[config.mk]
export PLATFORM = sky130hd
export DESIGN_NAME = hwwd_watchdog
export DESIGN_NICKNAME = d
export VERILOG_FILES = /design/src/hwwd_watchdog.v
export VERILOG_INCLUDE_DIRS = /design/src
export SDC_FILE = /design/constraint.sdc
export NUM_CORES = 1
export LEC_CHECK = 0
export ABC_AREA = 1
export CAP_MARGIN = 20
export CORE_AREA = 2 2 73 110
export CTS_CLUSTER_DIAMETER = 80
export DETAILED_ROUTE_END_ITERATION = 16
export DIE_AREA = 0 0 75 112
export DONT_BUFFER_PORTS = 1
export PLACE_DENSITY = 0.64
export SETUP_SLACK_MARGIN = 0.02
export SYNTH_ARGS = -nofsm -noshare
export SYNTH_HDL_FRONTEND = slang
export SYNTH_SLANG_ARGS = --single-unit
[constraint.sdc]
create_clock -name clk -period 2.6 [get_ports clk]
set_clock_uncertainty 0.2 [all_clocks]
set_input_delay 0.39 -clock clk [delete_from_list [all_inputs] [get_ports clk]]
set_output_delay 0.39 -clock clk [all_outputs]
set_load 0.005 [all_outputs]
[src/hwwd_consts.vh]
// Constants for the hardware watchdog: register map, fields, timing.
// Assumes a 32-bit APB with word-aligned registers, index times four.
`ifndef HWWD_CONSTS_VH
`define HWWD_CONSTS_VH

// Register indices and byte addresses
`define HWWD_IDX_RESTART     12'h0A6
`define HWWD_IDX_PERIOD      12'h0A7
`define HWWD_IDX_CONFIG      12'h0A8
`define HWWD_IDX_STATUS      12'h0A9
`define HWWD_IDX_PRESCALE    12'h0AA
`define HWWD_ADDR_W          12
`define HWWD_DATA_W          32
`define HWWD_ADDR_RESTART    (`HWWD_IDX_RESTART << 2)
`define HWWD_ADDR_PERIOD     (`HWWD_IDX_PERIOD << 2)
`define HWWD_ADDR_CONFIG     (`HWWD_IDX_CONFIG << 2)
`define HWWD_ADDR_STATUS     (`HWWD_IDX_STATUS << 2)
`define HWWD_ADDR_PRESCALE   (`HWWD_IDX_PRESCALE << 2)

// Restart key bytes
`define HWWD_KEY_FIRST       8'h1E
`define HWWD_KEY_SECOND      8'hE1

// Period register: timeout select field
`define HWWD_TOSEL_W         3
`define HWWD_TOSEL_MSB       2
`define HWWD_TOSEL_LSB       0
`define HWWD_TOSEL_RST       3'h0

// Config register: clock selection bits
`define HWWD_CFG_HALVE_BIT   0
`define HWWD_CFG_X2_BIT      1

// Status register fields
`define HWWD_ST_EN_BIT       0
`define HWWD_ST_ARMED_BIT    1
`define HWWD_ST_RSTOUT_BIT   2
`define HWWD_ST_CNT_LSB      8
`define HWWD_ST_CNT_MSB      14

// Counter structure
`define HWWD_PRE_W           14
`define HWWD_CNT_W           7
`define HWWD_PRE_MAX         14'h3FFF
// Last prescaler step before the wrap, one step short of a full pass
`define HWWD_PRE_TERM        14'h3FFE
`define HWWD_PHASE_W         3
`define HWWD_PHASE_LAST      3'h5

// Reset pulse: 96 oscillator periods; the oscillator is clk
`define HWWD_PULSE_PERIODS   96
`define HWWD_PULSE_W         7
`define HWWD_PULSE_LOAD      7'h60

`endif

[src/hwwd_watchdog.v]
// Hardware watchdog timer with an APB register slave.
// Assumes clk is the oscillator clock; power mode flags are synchronous.
//
// Overview of operation
// - 14-bit prescaler on watchdog clock; its carry steps a 7-bit counter.
// - Chip reset clears the count and leaves the watchdog disabled.
// - Writing 1Eh then E1h to restart clears the count and enables.
// - Once enabled, only chip reset can disable the watchdog.
// - Overflow while enabled drives reset pin high 96 oscillator periods.
// - Halving bit set or standard mode: clock is oscillator/2, else oscillator.
// - Timeout is 6*(2^14*2^sel - 1) watchdog clocks.
// - Timeout select is period bits 2:0, reset 000, doubling per code.
// - Watchdog keeps counting in idle mode.
// - In power-down the count is held unchanged.
// - Leaving power-down by interrupt resumes from the held count.
// - Leaving power-down by reset clears and disables the watchdog.
// - Restart register is 8-bit write-only at index A6h.
//
// The APB slave port was left to the implementer.

`include "hwwd_consts.vh"

module hwwd_watchdog (
    // Clock and reset
    input  wire        clk,
    input  wire        rstn,
    // APB slave
    input  wire        psel,
    input  wire        penable,
    input  wire        pwrite,
    input  wire [11:0] paddr,
    input  wire [31:0] pwdata,
    output reg  [31:0] prdata,
    output reg         pready,
    output reg         pslverr,
    // Chip power state
    input  wire        idle_mode,
    input  wire        power_down,
    // Chip reset request
    output reg         wd_reset_out
);

    localparam SEQ_IDLE  = 2'b01;
    localparam SEQ_ARMED = 2'b10;

    reg  [1:0]                  seq_state;
    reg                         wd_enabled;
    reg  [`HWWD_TOSEL_W-1:0]    timeout_select;
    reg                         wd_clock_halving_select;
    reg                         double_speed_mode;
    reg                         osc_half;
    reg  [`HWWD_PHASE_W-1:0]    phase;
    reg  [`HWWD_PRE_W-1:0]      prescaler;
    reg  [`HWWD_CNT_W-1:0]      counter;
    reg  [`HWWD_PULSE_W-1:0]    pulse_left;
    reg  [`HWWD_PHASE_W-1:0]    next_phase;
    reg  [`HWWD_PRE_W-1:0]      next_prescaler;
    reg  [`HWWD_CNT_W-1:0]      next_counter;
    reg  [`HWWD_PULSE_W-1:0]    next_pulse_left;
    reg                         next_reset_out;
    reg  [`HWWD_DATA_W-1:0]     next_prdata;
    reg                         next_pslverr;

    wire                        wr_access;
    wire                        setup;
    wire                        wr_restart;
    wire                        wr_period;
    wire                        wr_config;
    wire                        restart_ok;
    wire                        wd_tick;
    wire                        step_pre;
    wire                        carry;
    wire [`HWWD_CNT_W-1:0]      cnt_mask;
    wire                        overflow;
    wire                        clear_count;
    wire                        sel_restart;
    wire                        sel_period;
    wire                        sel_config;
    wire                        sel_status;
    wire                        sel_prescale;

    genvar                      gi;

    // APB decode: setup cycle and completing write access
    assign setup      = psel & ~penable;
    assign wr_access  = psel & penable & pready & pwrite;
    assign sel_restart  = (paddr == `HWWD_ADDR_RESTART);
    assign sel_period   = (paddr == `HWWD_ADDR_PERIOD);
    assign sel_config   = (paddr == `HWWD_ADDR_CONFIG);
    assign sel_status   = (paddr == `HWWD_ADDR_STATUS);
    assign sel_prescale = (paddr == `HWWD_ADDR_PRESCALE);
    assign wr_restart = wr_access & sel_restart;
    assign wr_period  = wr_access & sel_period;
    assign wr_config  = wr_access & sel_config;

    assign restart_ok = wr_restart & (seq_state == SEQ_ARMED)
                        & (pwdata[7:0] == `HWWD_KEY_SECOND);

    // key detector, any other restart write disarms
    always @(posedge clk or negedge rstn) begin
        if (!rstn) begin
            seq_state <= SEQ_IDLE;
        end else if (wr_restart) begin
            case (seq_state)
                SEQ_IDLE: begin
                    if (pwdata[7:0] == `HWWD_KEY_FIRST) begin
                        seq_state <= SEQ_ARMED;
                    end
                end
                SEQ_ARMED: begin
                    if (pwdata[7:0] == `HWWD_KEY_FIRST) begin
                        seq_state <= SEQ_ARMED;
                    end else begin
                        seq_state <= SEQ_IDLE;
                    end
                end
                default: begin
                    seq_state <= SEQ_IDLE;
                end
            endcase
        end
    end

    // no write path clears the enable
    // a reset wake goes through rstn as well
    always @(posedge clk or negedge rstn) begin
        if (!rstn) begin
            wd_enabled <= 1'b0;
        end else if (restart_ok) begin
            wd_enabled <= 1'b1;
        end
    end

    // timeout select field, upper bits not stored
    // bits 7:3 dropped, so stray ones do no harm
    always @(posedge clk or negedge rstn) begin
        if (!rstn) begin
            timeout_select <= `HWWD_TOSEL_RST;
        end else if (wr_period) begin
            timeout_select <= pwdata[`HWWD_TOSEL_MSB:`HWWD_TOSEL_LSB];
        end
    end

    always @(posedge clk or negedge rstn) begin
        if (!rstn) begin
            wd_clock_halving_select <= 1'b0;
            double_speed_mode       <= 1'b0;
        end else if (wr_config) begin
            wd_clock_halving_select <= pwdata[`HWWD_CFG_HALVE_BIT];
            double_speed_mode       <= pwdata[`HWWD_CFG_X2_BIT];
        end
    end

    always @(posedge clk or negedge rstn) begin
        if (!rstn) begin
            osc_half <= 1'b0;
        end else if (!power_down) begin
            osc_half <= ~osc_half;
        end
    end

    // divide by two unless double speed without halving
    assign wd_tick = ~power_down
                     & ((~wd_clock_halving_select & double_speed_mode)
                        | osc_half);

    // six watchdog clocks per prescaler step
    assign step_pre = wd_tick & wd_enabled & (phase == `HWWD_PHASE_LAST);

    // idle_mode deliberately plays no part in counting
    always @* begin
        next_phase = phase;
        if (clear_count) begin
            next_phase = {`HWWD_PHASE_W{1'b0}};
        end else if (wd_tick & wd_enabled) begin
            if (phase == `HWWD_PHASE_LAST) begin
                next_phase = {`HWWD_PHASE_W{1'b0}};
            end else begin
                next_phase = phase + 1'b1;
            end
        end
    end

    always @(posedge clk or negedge rstn) begin
        if (!rstn) begin
            phase <= {`HWWD_PHASE_W{1'b0}};
        end else begin
            phase <= next_phase;
        end
    end

    // mask of counter bits used by the selected timeout
    generate
        for (gi = 0; gi < `HWWD_CNT_W; gi = gi + 1) begin : g_mask
            assign cnt_mask[gi] = (timeout_select > gi);
        end
    endgenerate

    assign carry    = step_pre & (prescaler == `HWWD_PRE_MAX);
    // overflow one step before the wrap, so the span ends at
    // six clocks times a full pass minus one
    assign overflow = step_pre & (prescaler == `HWWD_PRE_TERM)
                      & ((counter & cnt_mask) == cnt_mask);

    // Overflow also restarts the count so one timeout gives one pulse
    assign clear_count = restart_ok | overflow;

    // prescaler with carry into the counter
    // hold and resume, nothing is cleared on wake
    always @* begin
        next_prescaler = prescaler;
        next_counter   = counter;
        if (clear_count) begin
            next_prescaler = {`HWWD_PRE_W{1'b0}};
            next_counter   = {`HWWD_CNT_W{1'b0}};
        end else if (step_pre) begin
            next_prescaler = prescaler + 1'b1;
            if (carry) begin
                next_counter = counter + 1'b1;
            end
        end
    end

    always @(posedge clk or negedge rstn) begin
        if (!rstn) begin
            prescaler <= {`HWWD_PRE_W{1'b0}};
            counter   <= {`HWWD_CNT_W{1'b0}};
        end else begin
            prescaler <= next_prescaler;
            counter   <= next_counter;
        end
    end

    always @* begin
        next_pulse_left = pulse_left;
        next_reset_out  = wd_reset_out;
        if (overflow) begin
            next_pulse_left = `HWWD_PULSE_LOAD - 1'b1;
            next_reset_out  = 1'b1;
        end else if (pulse_left != {`HWWD_PULSE_W{1'b0}}) begin
            next_pulse_left = pulse_left - 1'b1;
        end else begin
            next_reset_out  = 1'b0;
        end
    end

    always @(posedge clk or negedge rstn) begin
        if (!rstn) begin
            pulse_left   <= {`HWWD_PULSE_W{1'b0}};
            wd_reset_out <= 1'b0;
        end else begin
            pulse_left   <= next_pulse_left;
            wd_reset_out <= next_reset_out;
        end
    end

    // Read mux; reserved bits read as zero
    always @* begin
        next_prdata  = {`HWWD_DATA_W{1'b0}};
        next_pslverr = 1'b0;
        if (sel_restart) begin
            // restart is write-only, reads give zero
            next_prdata = {`HWWD_DATA_W{1'b0}};
        end else if (sel_period) begin
            next_prdata[`HWWD_TOSEL_MSB:`HWWD_TOSEL_LSB] = timeout_select;
        end else if (sel_config) begin
            next_prdata[`HWWD_CFG_HALVE_BIT] = wd_clock_halving_select;
            next_prdata[`HWWD_CFG_X2_BIT]    = double_speed_mode;
        end else if (sel_status) begin
            next_prdata[`HWWD_ST_EN_BIT]     = wd_enabled;
            next_prdata[`HWWD_ST_ARMED_BIT]  = (seq_state == SEQ_ARMED);
            next_prdata[`HWWD_ST_RSTOUT_BIT] = wd_reset_out;
            next_prdata[`HWWD_ST_CNT_MSB:`HWWD_ST_CNT_LSB] = counter;
        end else if (sel_prescale) begin
            next_prdata[`HWWD_PRE_W-1:0] = prescaler;
        end else begin
            next_pslverr = 1'b1;
        end
    end

    // APB answer prepared in setup, so access ends after one cycle
    always @(posedge clk or negedge rstn) begin
        if (!rstn) begin
            pready  <= 1'b0;
            pslverr <= 1'b0;
            prdata  <= {`HWWD_DATA_W{1'b0}};
        end else if (setup) begin
            pready  <= 1'b1;
            pslverr <= next_pslverr;
            prdata  <= next_prdata;
        end else begin
            pready  <= 1'b0;
            pslverr <= 1'b0;
        end
    end

endmodule // hwwd_watchdog

-- Word-level counts from Yosys, hierarchy flattened
Cells that the tools add are included.
- flip-flop bits (word level): 58
- latch bits: 0
- bits in read-only memories: 0
- input port bits: 51
- memories: 0
- output and inout bits: 35
- RAM bits: 0
- reductions and logical operators: 7
- mux-type cells: 32
- add/subtract/negate cells: 4
- shift operators: 0
- equal/unequal tests: 15
- divide/modulo/power cells: 0
- $lt $le $gt $ge: 7
- $mul: 0
- bitwise gates (word level): 23
- operator list (kind ; count):
    12-bit by 10-bit equality test with 1-bit output, second input constant ; 5
    14-bit 2-to-1 mux ; 3
    7-bit 2-to-1 mux ; 5
    14-bit equality test, second input constant ; 2
    1-bit AND ; 16
    15-bit 2-to-1 mux ; 1
    3-bit 2-to-1 mux ; 5
    14-bit by 1-bit adder with 14-bit output, second input constant ; 1
    13-bit 2-to-1 mux ; 1
    12-bit 2-to-1 mux ; 1
    1-bit 2-to-1 mux ; 10
    3-bit > comparator, second input constant ; 3
    8-bit by 5-bit equality test with 1-bit output, second input constant ; 1
    8-bit equality test, second input constant ; 1
    2-bit nonzero test ; 4
    7-bit by 1-bit adder with 7-bit output, second input constant ; 1
    7-bit AND ; 1
    7-bit equality test ; 1
    7-bit nonzero test ; 1
    7-bit by 1-bit subtractor with 7-bit output, second input constant ; 1
    3-bit by 1-bit > comparator with 1-bit output, second input constant ; 2
    3-bit by 2-bit > comparator with 1-bit output, second input constant ; 2
    2-bit 2-to-1 mux ; 3
    6-bit 2-to-1 mux ; 1
    10 further kinds ; 16

-- Longest topological paths before layout
- depth after elaboration: 11
- depth in mapped cells: 11
- mapped depth without buffers: 11

-- Worst setup path before layout
OpenSTA, ideal clock, no wires.
- path type: reg2reg
- start: register seq_state[0]
- end: register phase[0]
- slack: 0.906 ns
- path buffers: 1
- required time: 2.320 ns
- arrival time: 1.414 ns
- stages on the path, launching flop included: 11
- path through: dfstp_2 -> inv_1 -> ha_1 -> inv_1 -> nor2_1 -> nand3_1 -> nor2_1 -> nand3_2 -> nand2_2 -> buf_6 -> nor3b_2
- word-level cells in the longest chain between the ends: 5
- elaborated cells on any way between the ends: 6
- classes of those cells: eq/ne: 1; mux: 1; bitwise: 3; reduce/logical: 1
- ends and longest elaborated chain (element ; line ; source):
    start, declared ; hwwd_watchdog.v:46 ; reg [1:0] seq_state;
    start signal, assigned ; hwwd_watchdog.v:102 ; seq_state <= SEQ_IDLE;
    start signal, assigned ; hwwd_watchdog.v:107 ; seq_state <= SEQ_ARMED;
    start signal, assigned ; hwwd_watchdog.v:112 ; seq_state <= SEQ_ARMED;
    2-bit equality test * ; hwwd_watchdog.v:96 ; assign restart_ok = wr_restart & (seq_state == SEQ_ARMED)
    1-bit AND * (2 in a row) ; hwwd_watchdog.v:96 ;
    1-bit bitwise OR * ; hwwd_watchdog.v:206 ; assign clear_count = restart_ok | overflow;
    3-bit 2-to-1 mux or 2-bit nonzero test (tied branches) ; -- ;
    end signal, assigned ; hwwd_watchdog.v:186 ; phase <= {`HWWD_PHASE_W{1'b0}};
    end signal, assigned ; hwwd_watchdog.v:188 ; phase <= next_phase;
    end, declared ; hwwd_watchdog.v:52 ; reg [`HWWD_PHASE_W-1:0] phase;
Every way passes the cells marked *; elsewhere a longest branch is shown, timed or not.
A chain may end at the register's enable or synchronous reset.

-- Worst setup path after layout
- start: register seq_state[0]
- end: register prescaler[6]
- word-level cells in the longest chain between the ends: 5
- elaborated cells on any way between the ends: 6
- classes of those cells: eq/ne: 1; mux: 1; bitwise: 3; reduce/logical: 1
- ends and longest elaborated chain (element ; line ; source):
    2-bit equality test * ; hwwd_watchdog.v:96 ;
    1-bit AND * (2 in a row) ; hwwd_watchdog.v:96 ;
    1-bit bitwise OR * ; hwwd_watchdog.v:206 ;
    14-bit 2-to-1 mux or 2-bit nonzero test (tied branches) ; -- ;
    end signal, assigned ; hwwd_watchdog.v:226 ; prescaler <= {`HWWD_PRE_W{1'b0}};
    end signal, assigned ; hwwd_watchdog.v:229 ; prescaler <= next_prescaler;
    end, declared ; hwwd_watchdog.v:53 ; reg [`HWWD_PRE_W-1:0] prescaler;
Marked as above.

==> summary.md <==
| Metric | Value |
|---|---|
| Flop2flop setup slack | `560 ps` |
| Crit path to | `prescaler[6]` |
| Fillers | `732` |
| Pwr Density | `584.0 nW/um2` |
| Worst Setup SP | `seq_state[0]` |
| Worst skew pair latency | `330 ps` |
| Fmax | `0.4900 GHz` |
| CP max FO | `11` |
| Final setup fails | `0` |
| Mapped cell area | `3670 um2` |
| Final wirelength | `8207 um` |
| Reg2reg start | `seq_state[0]` |
| Ratio of final minimum period to clock period | `78.49%` |
| Clock transition at path regs | `50 ps` |
| Worst path slowest cell | `dfstp_2` |
| Grt ovf | `0` |
| Area Overhead vs Synth | `9.581%` |
| Cell mode on critical path | `nor2_1` |
| Detailed Route Iter0 Violations | `163` |
| PortBufs | `0` |
| ANT nets after route | `0` |
| # DRC | `0` |
| Slew Limit Fails | `0` |
| Cell accounting for the most synthesized area | `dfrtp_1` |
| Vias | `3147` |
| # diodes | `0` |
| Crit. End Element | `flop` |
| Final WS setup | `559.2 ps` |
| First-pass GRT wire length | `14190 um` |
| Hold Crit Class | `in2reg` |
| Share of cells above drive strength 1 | `9.804%` |
| Syn Area/Cell | `7.384 um2` |
| Vias in the first global route | `3176` |
| # H-tree levels | `3` |
| Max-cap check violation count | `0` |
| Reg2reg path depth | `11` |
| Synth unique cells | `38` |
| I/O pin count | `86` |
| Dpl hpwl | `6213 um` |
| Slowest stage delay, CP | `380 ps` |
| Worst R2R End | `prescaler[6]` |
| FF/Latch Area | `1453 um2` |
| Critical Path AT | `2060 ps` |
| Crit path required time | `2620 ps` |
| CTS root buffer | `clkbuf_16` |
| Synth top area share | `38.87%` |
| Die Area | `8400 um2` |
| RSZ-0062 raised after global routing | `false` |
| CP Cell Sequence | `inv_1 > ha_1 > inv_1 > nor2_1 > nand3_1 > nor2_1 > nand3_2 > nand2_2 > inv_2 > nand2_1 > nor2_1` |
| Seq cells post-synth | `58` |
| CTS resizes | `0` |
| Synthesized instance count | `497` |
| Slew @ Worst Pin | `675.0 ps` |
| Multi-input logic area | `1807 um2` |
| Hold_buf cts | `3` |
| Die height | `112 um` |
| CTS Sinks | `58` |
| Setup bufs post-CTS | `0` |
| VDD IR max | `0.0003043 V` |
| Global-route usage over all layers | `22.21%` |
| DP Worst Slack | `528.0 ps` |
| Cts bufs inserted | `9` |
| EDFF count, synth | `0` |
| Leakage | `2.034 nW` |
| Area of the core | `7466 um2` |
| Type of origin of the critical path | `flop` |
| 1st-pass router iterations | `4` |
| Starting Density | `49.15%` |
| Synth async-reset ratio | `100.0%` |
| Seq/Total Area, Yosys | `39.58%` |
| Worst-case clock buffer depth | `2` |
| Setup CP Type | `reg2reg` |
| Max-slew headroom | `54.95%` |
| Post-Route Setup TNS | `0 ps` |
| DR vias/cell | `5.142` |
| Largest net degree at the start of global routing | `59` |
| Outcome | `completed` |
| Site row count | `39` |
| Final #Nets | `564` |
| Die X | `75 um` |
| Tmin final | `2041 ps` |
| Synth top area cells | `dfrtp_1, nand2_1, inv_1` |
| CTS tree | `yes` |
| Top FF cell, synth | `dfrtp_1` |
| Final GP Congestion | `0.9002` |
| Initial antenna violation count | `0` |
| Synthesis warning total | `0` |
| Hold Fails Final Rpt | `0` |
| Drt wl/cell | `13.41 um` |
## cell families (layout without fill, tap and decap cells)
logic type	count (synthesis)	in the layout	share of synthesized area (%)
XOR/XNOR	4	4	0.9548
other	1	17	0.1022
flip-flops	58	58	39.58
adder cells (fa/ha/maj)	7	7	2.387
AO/OA/AOI/OAI	41	41	6.785
AND/OR/NAND/NOR	287	287	37.10
buffers and inverters	98	95	12.82
multiplexers	1	1	0.2728
## placed cells by master, fill, tap and decap left out, types with 2 or more instances in the layout
cell,netlist,routed
nand2_1,126,126
nand3_4,2,2
inv_1,69,69
o211ai_1,9,9
nand2_2,4,4
nor2_4,3,3
nor2_2,7,7
nand4_1,21,21
nor3_2,4,4
ha_1,7,7
nand3_2,3,3
inv_2,4,4
o21ai_1,2,2
clkinv_2,0,2
o21ai_0,13,13
conb_1,1,17
dlygate4sd3_1,0,2
clkbuf_16,0,9
o31ai_1,6,6
nor3_1,9,9
clkbuf_1,1,2
buf_4,17,3
xnor2_1,3,3
a21oi_1,9,9
nand3_1,39,39
dfrtp_1,57,57
nor2_1,63,63
## cell usage after synthesis, types with 9 or more instances
| master | number |
|---|---|
| nand3_1 | 39 |
| buf_4 | 17 |
| nor2_1 | 63 |
| inv_1 | 69 |
| o21ai_0 | 13 |
| nand2_1 | 126 |
| a21oi_1 | 9 |
| nand4_1 | 21 |
| o211ai_1 | 9 |
| nor3_1 | 9 |
| dfrtp_1 | 57 |
## where the power goes
group,switching (mW),internal [mW],total [mW]
clock network,0.394,0.758,1.15
registers,0.0485,0.952,1.00
logic,0.121,0.0754,0.196
total,0.563,1.79,2.35
## sequential cells by signal (all words and copies together), names as in the netlist
| name | count |
|---|---|
| timeout_select | 3 |
| wd_clock_halving_select | 1 |
| wd_enabled | 1 |
| osc_half | 1 |
| prescaler | 14 |
| counter | 7 |
| pready | 1 |
| double_speed_mode | 1 |
| seq_state | 2 |
| prdata | 15 |
| phase | 3 |
| wd_reset_out | 1 |
| pslverr | 1 |
| pulse_left | 7 |
## metal layers
metal | vias to the layer above | track usage (%) | routed length, um
met5 | - | 0 | 0
met4 | 0 | 12.02 | 285
met3 | 21 | 5.158 | 394
met2 | 88 | 37.49 | 4273
met1 | 1452 | 24.93 | 3254
li1 | 1586 | - | -
## area by class of cell
class / instances / area share [%]
clock buffers: 12 / 6.129
clock inverters: 3 / 0.9956
inverters: 74 / 6.907
multi-input cells: 357 / 44.93
flip-flops and latches: 58 / 36.12
well taps: 102 / 3.174
repair buffers: 6 / 1.742
## worst max-delay path: cells and delay by family, from the launching register on
family        cells  cell delay (ps)
flops             1              380
simple gates      7              930
buf+inv           3              220
fa+ha+maj         1              200
## worst min-delay path by stage
| stage | start | endpoint | slack, ps | depth (start not counted) |
|---|---|---|---|---|
| 3_3_place_gp | rstn | prescaler[5] | -100 | 0 |
| 4_1_cts | pwdata[2] | timeout_select[2] | 1 | 2 |
| 2_1_floorplan | rstn | counter[0] | -110 | 0 |
| 5_1_grt | pwdata[2] | timeout_select[2] | 20 | 2 |
| 3_5_place_dp | rstn | prescaler[5] | -100 | 0 |
| 6_report | pwdata[2] | timeout_select[2] | 10 | 2 |
## through the flow
stage,hold WS [ps],util [%],std cells,area [um2],power [mW]
final,14.83,53.86,612,4021,2.348
after global routing,17.97,53.86,612,4021,2.465
after floorplan,-105.6,-,513,3730,1.172
after CTS,1.026,53.86,612,4021,2.377
after detailed placement,-103.6,49.39,594,3687,1.189
after global placement,-102.8,49.39,594,3687,1.180
(Power assumes the default switching activity.)
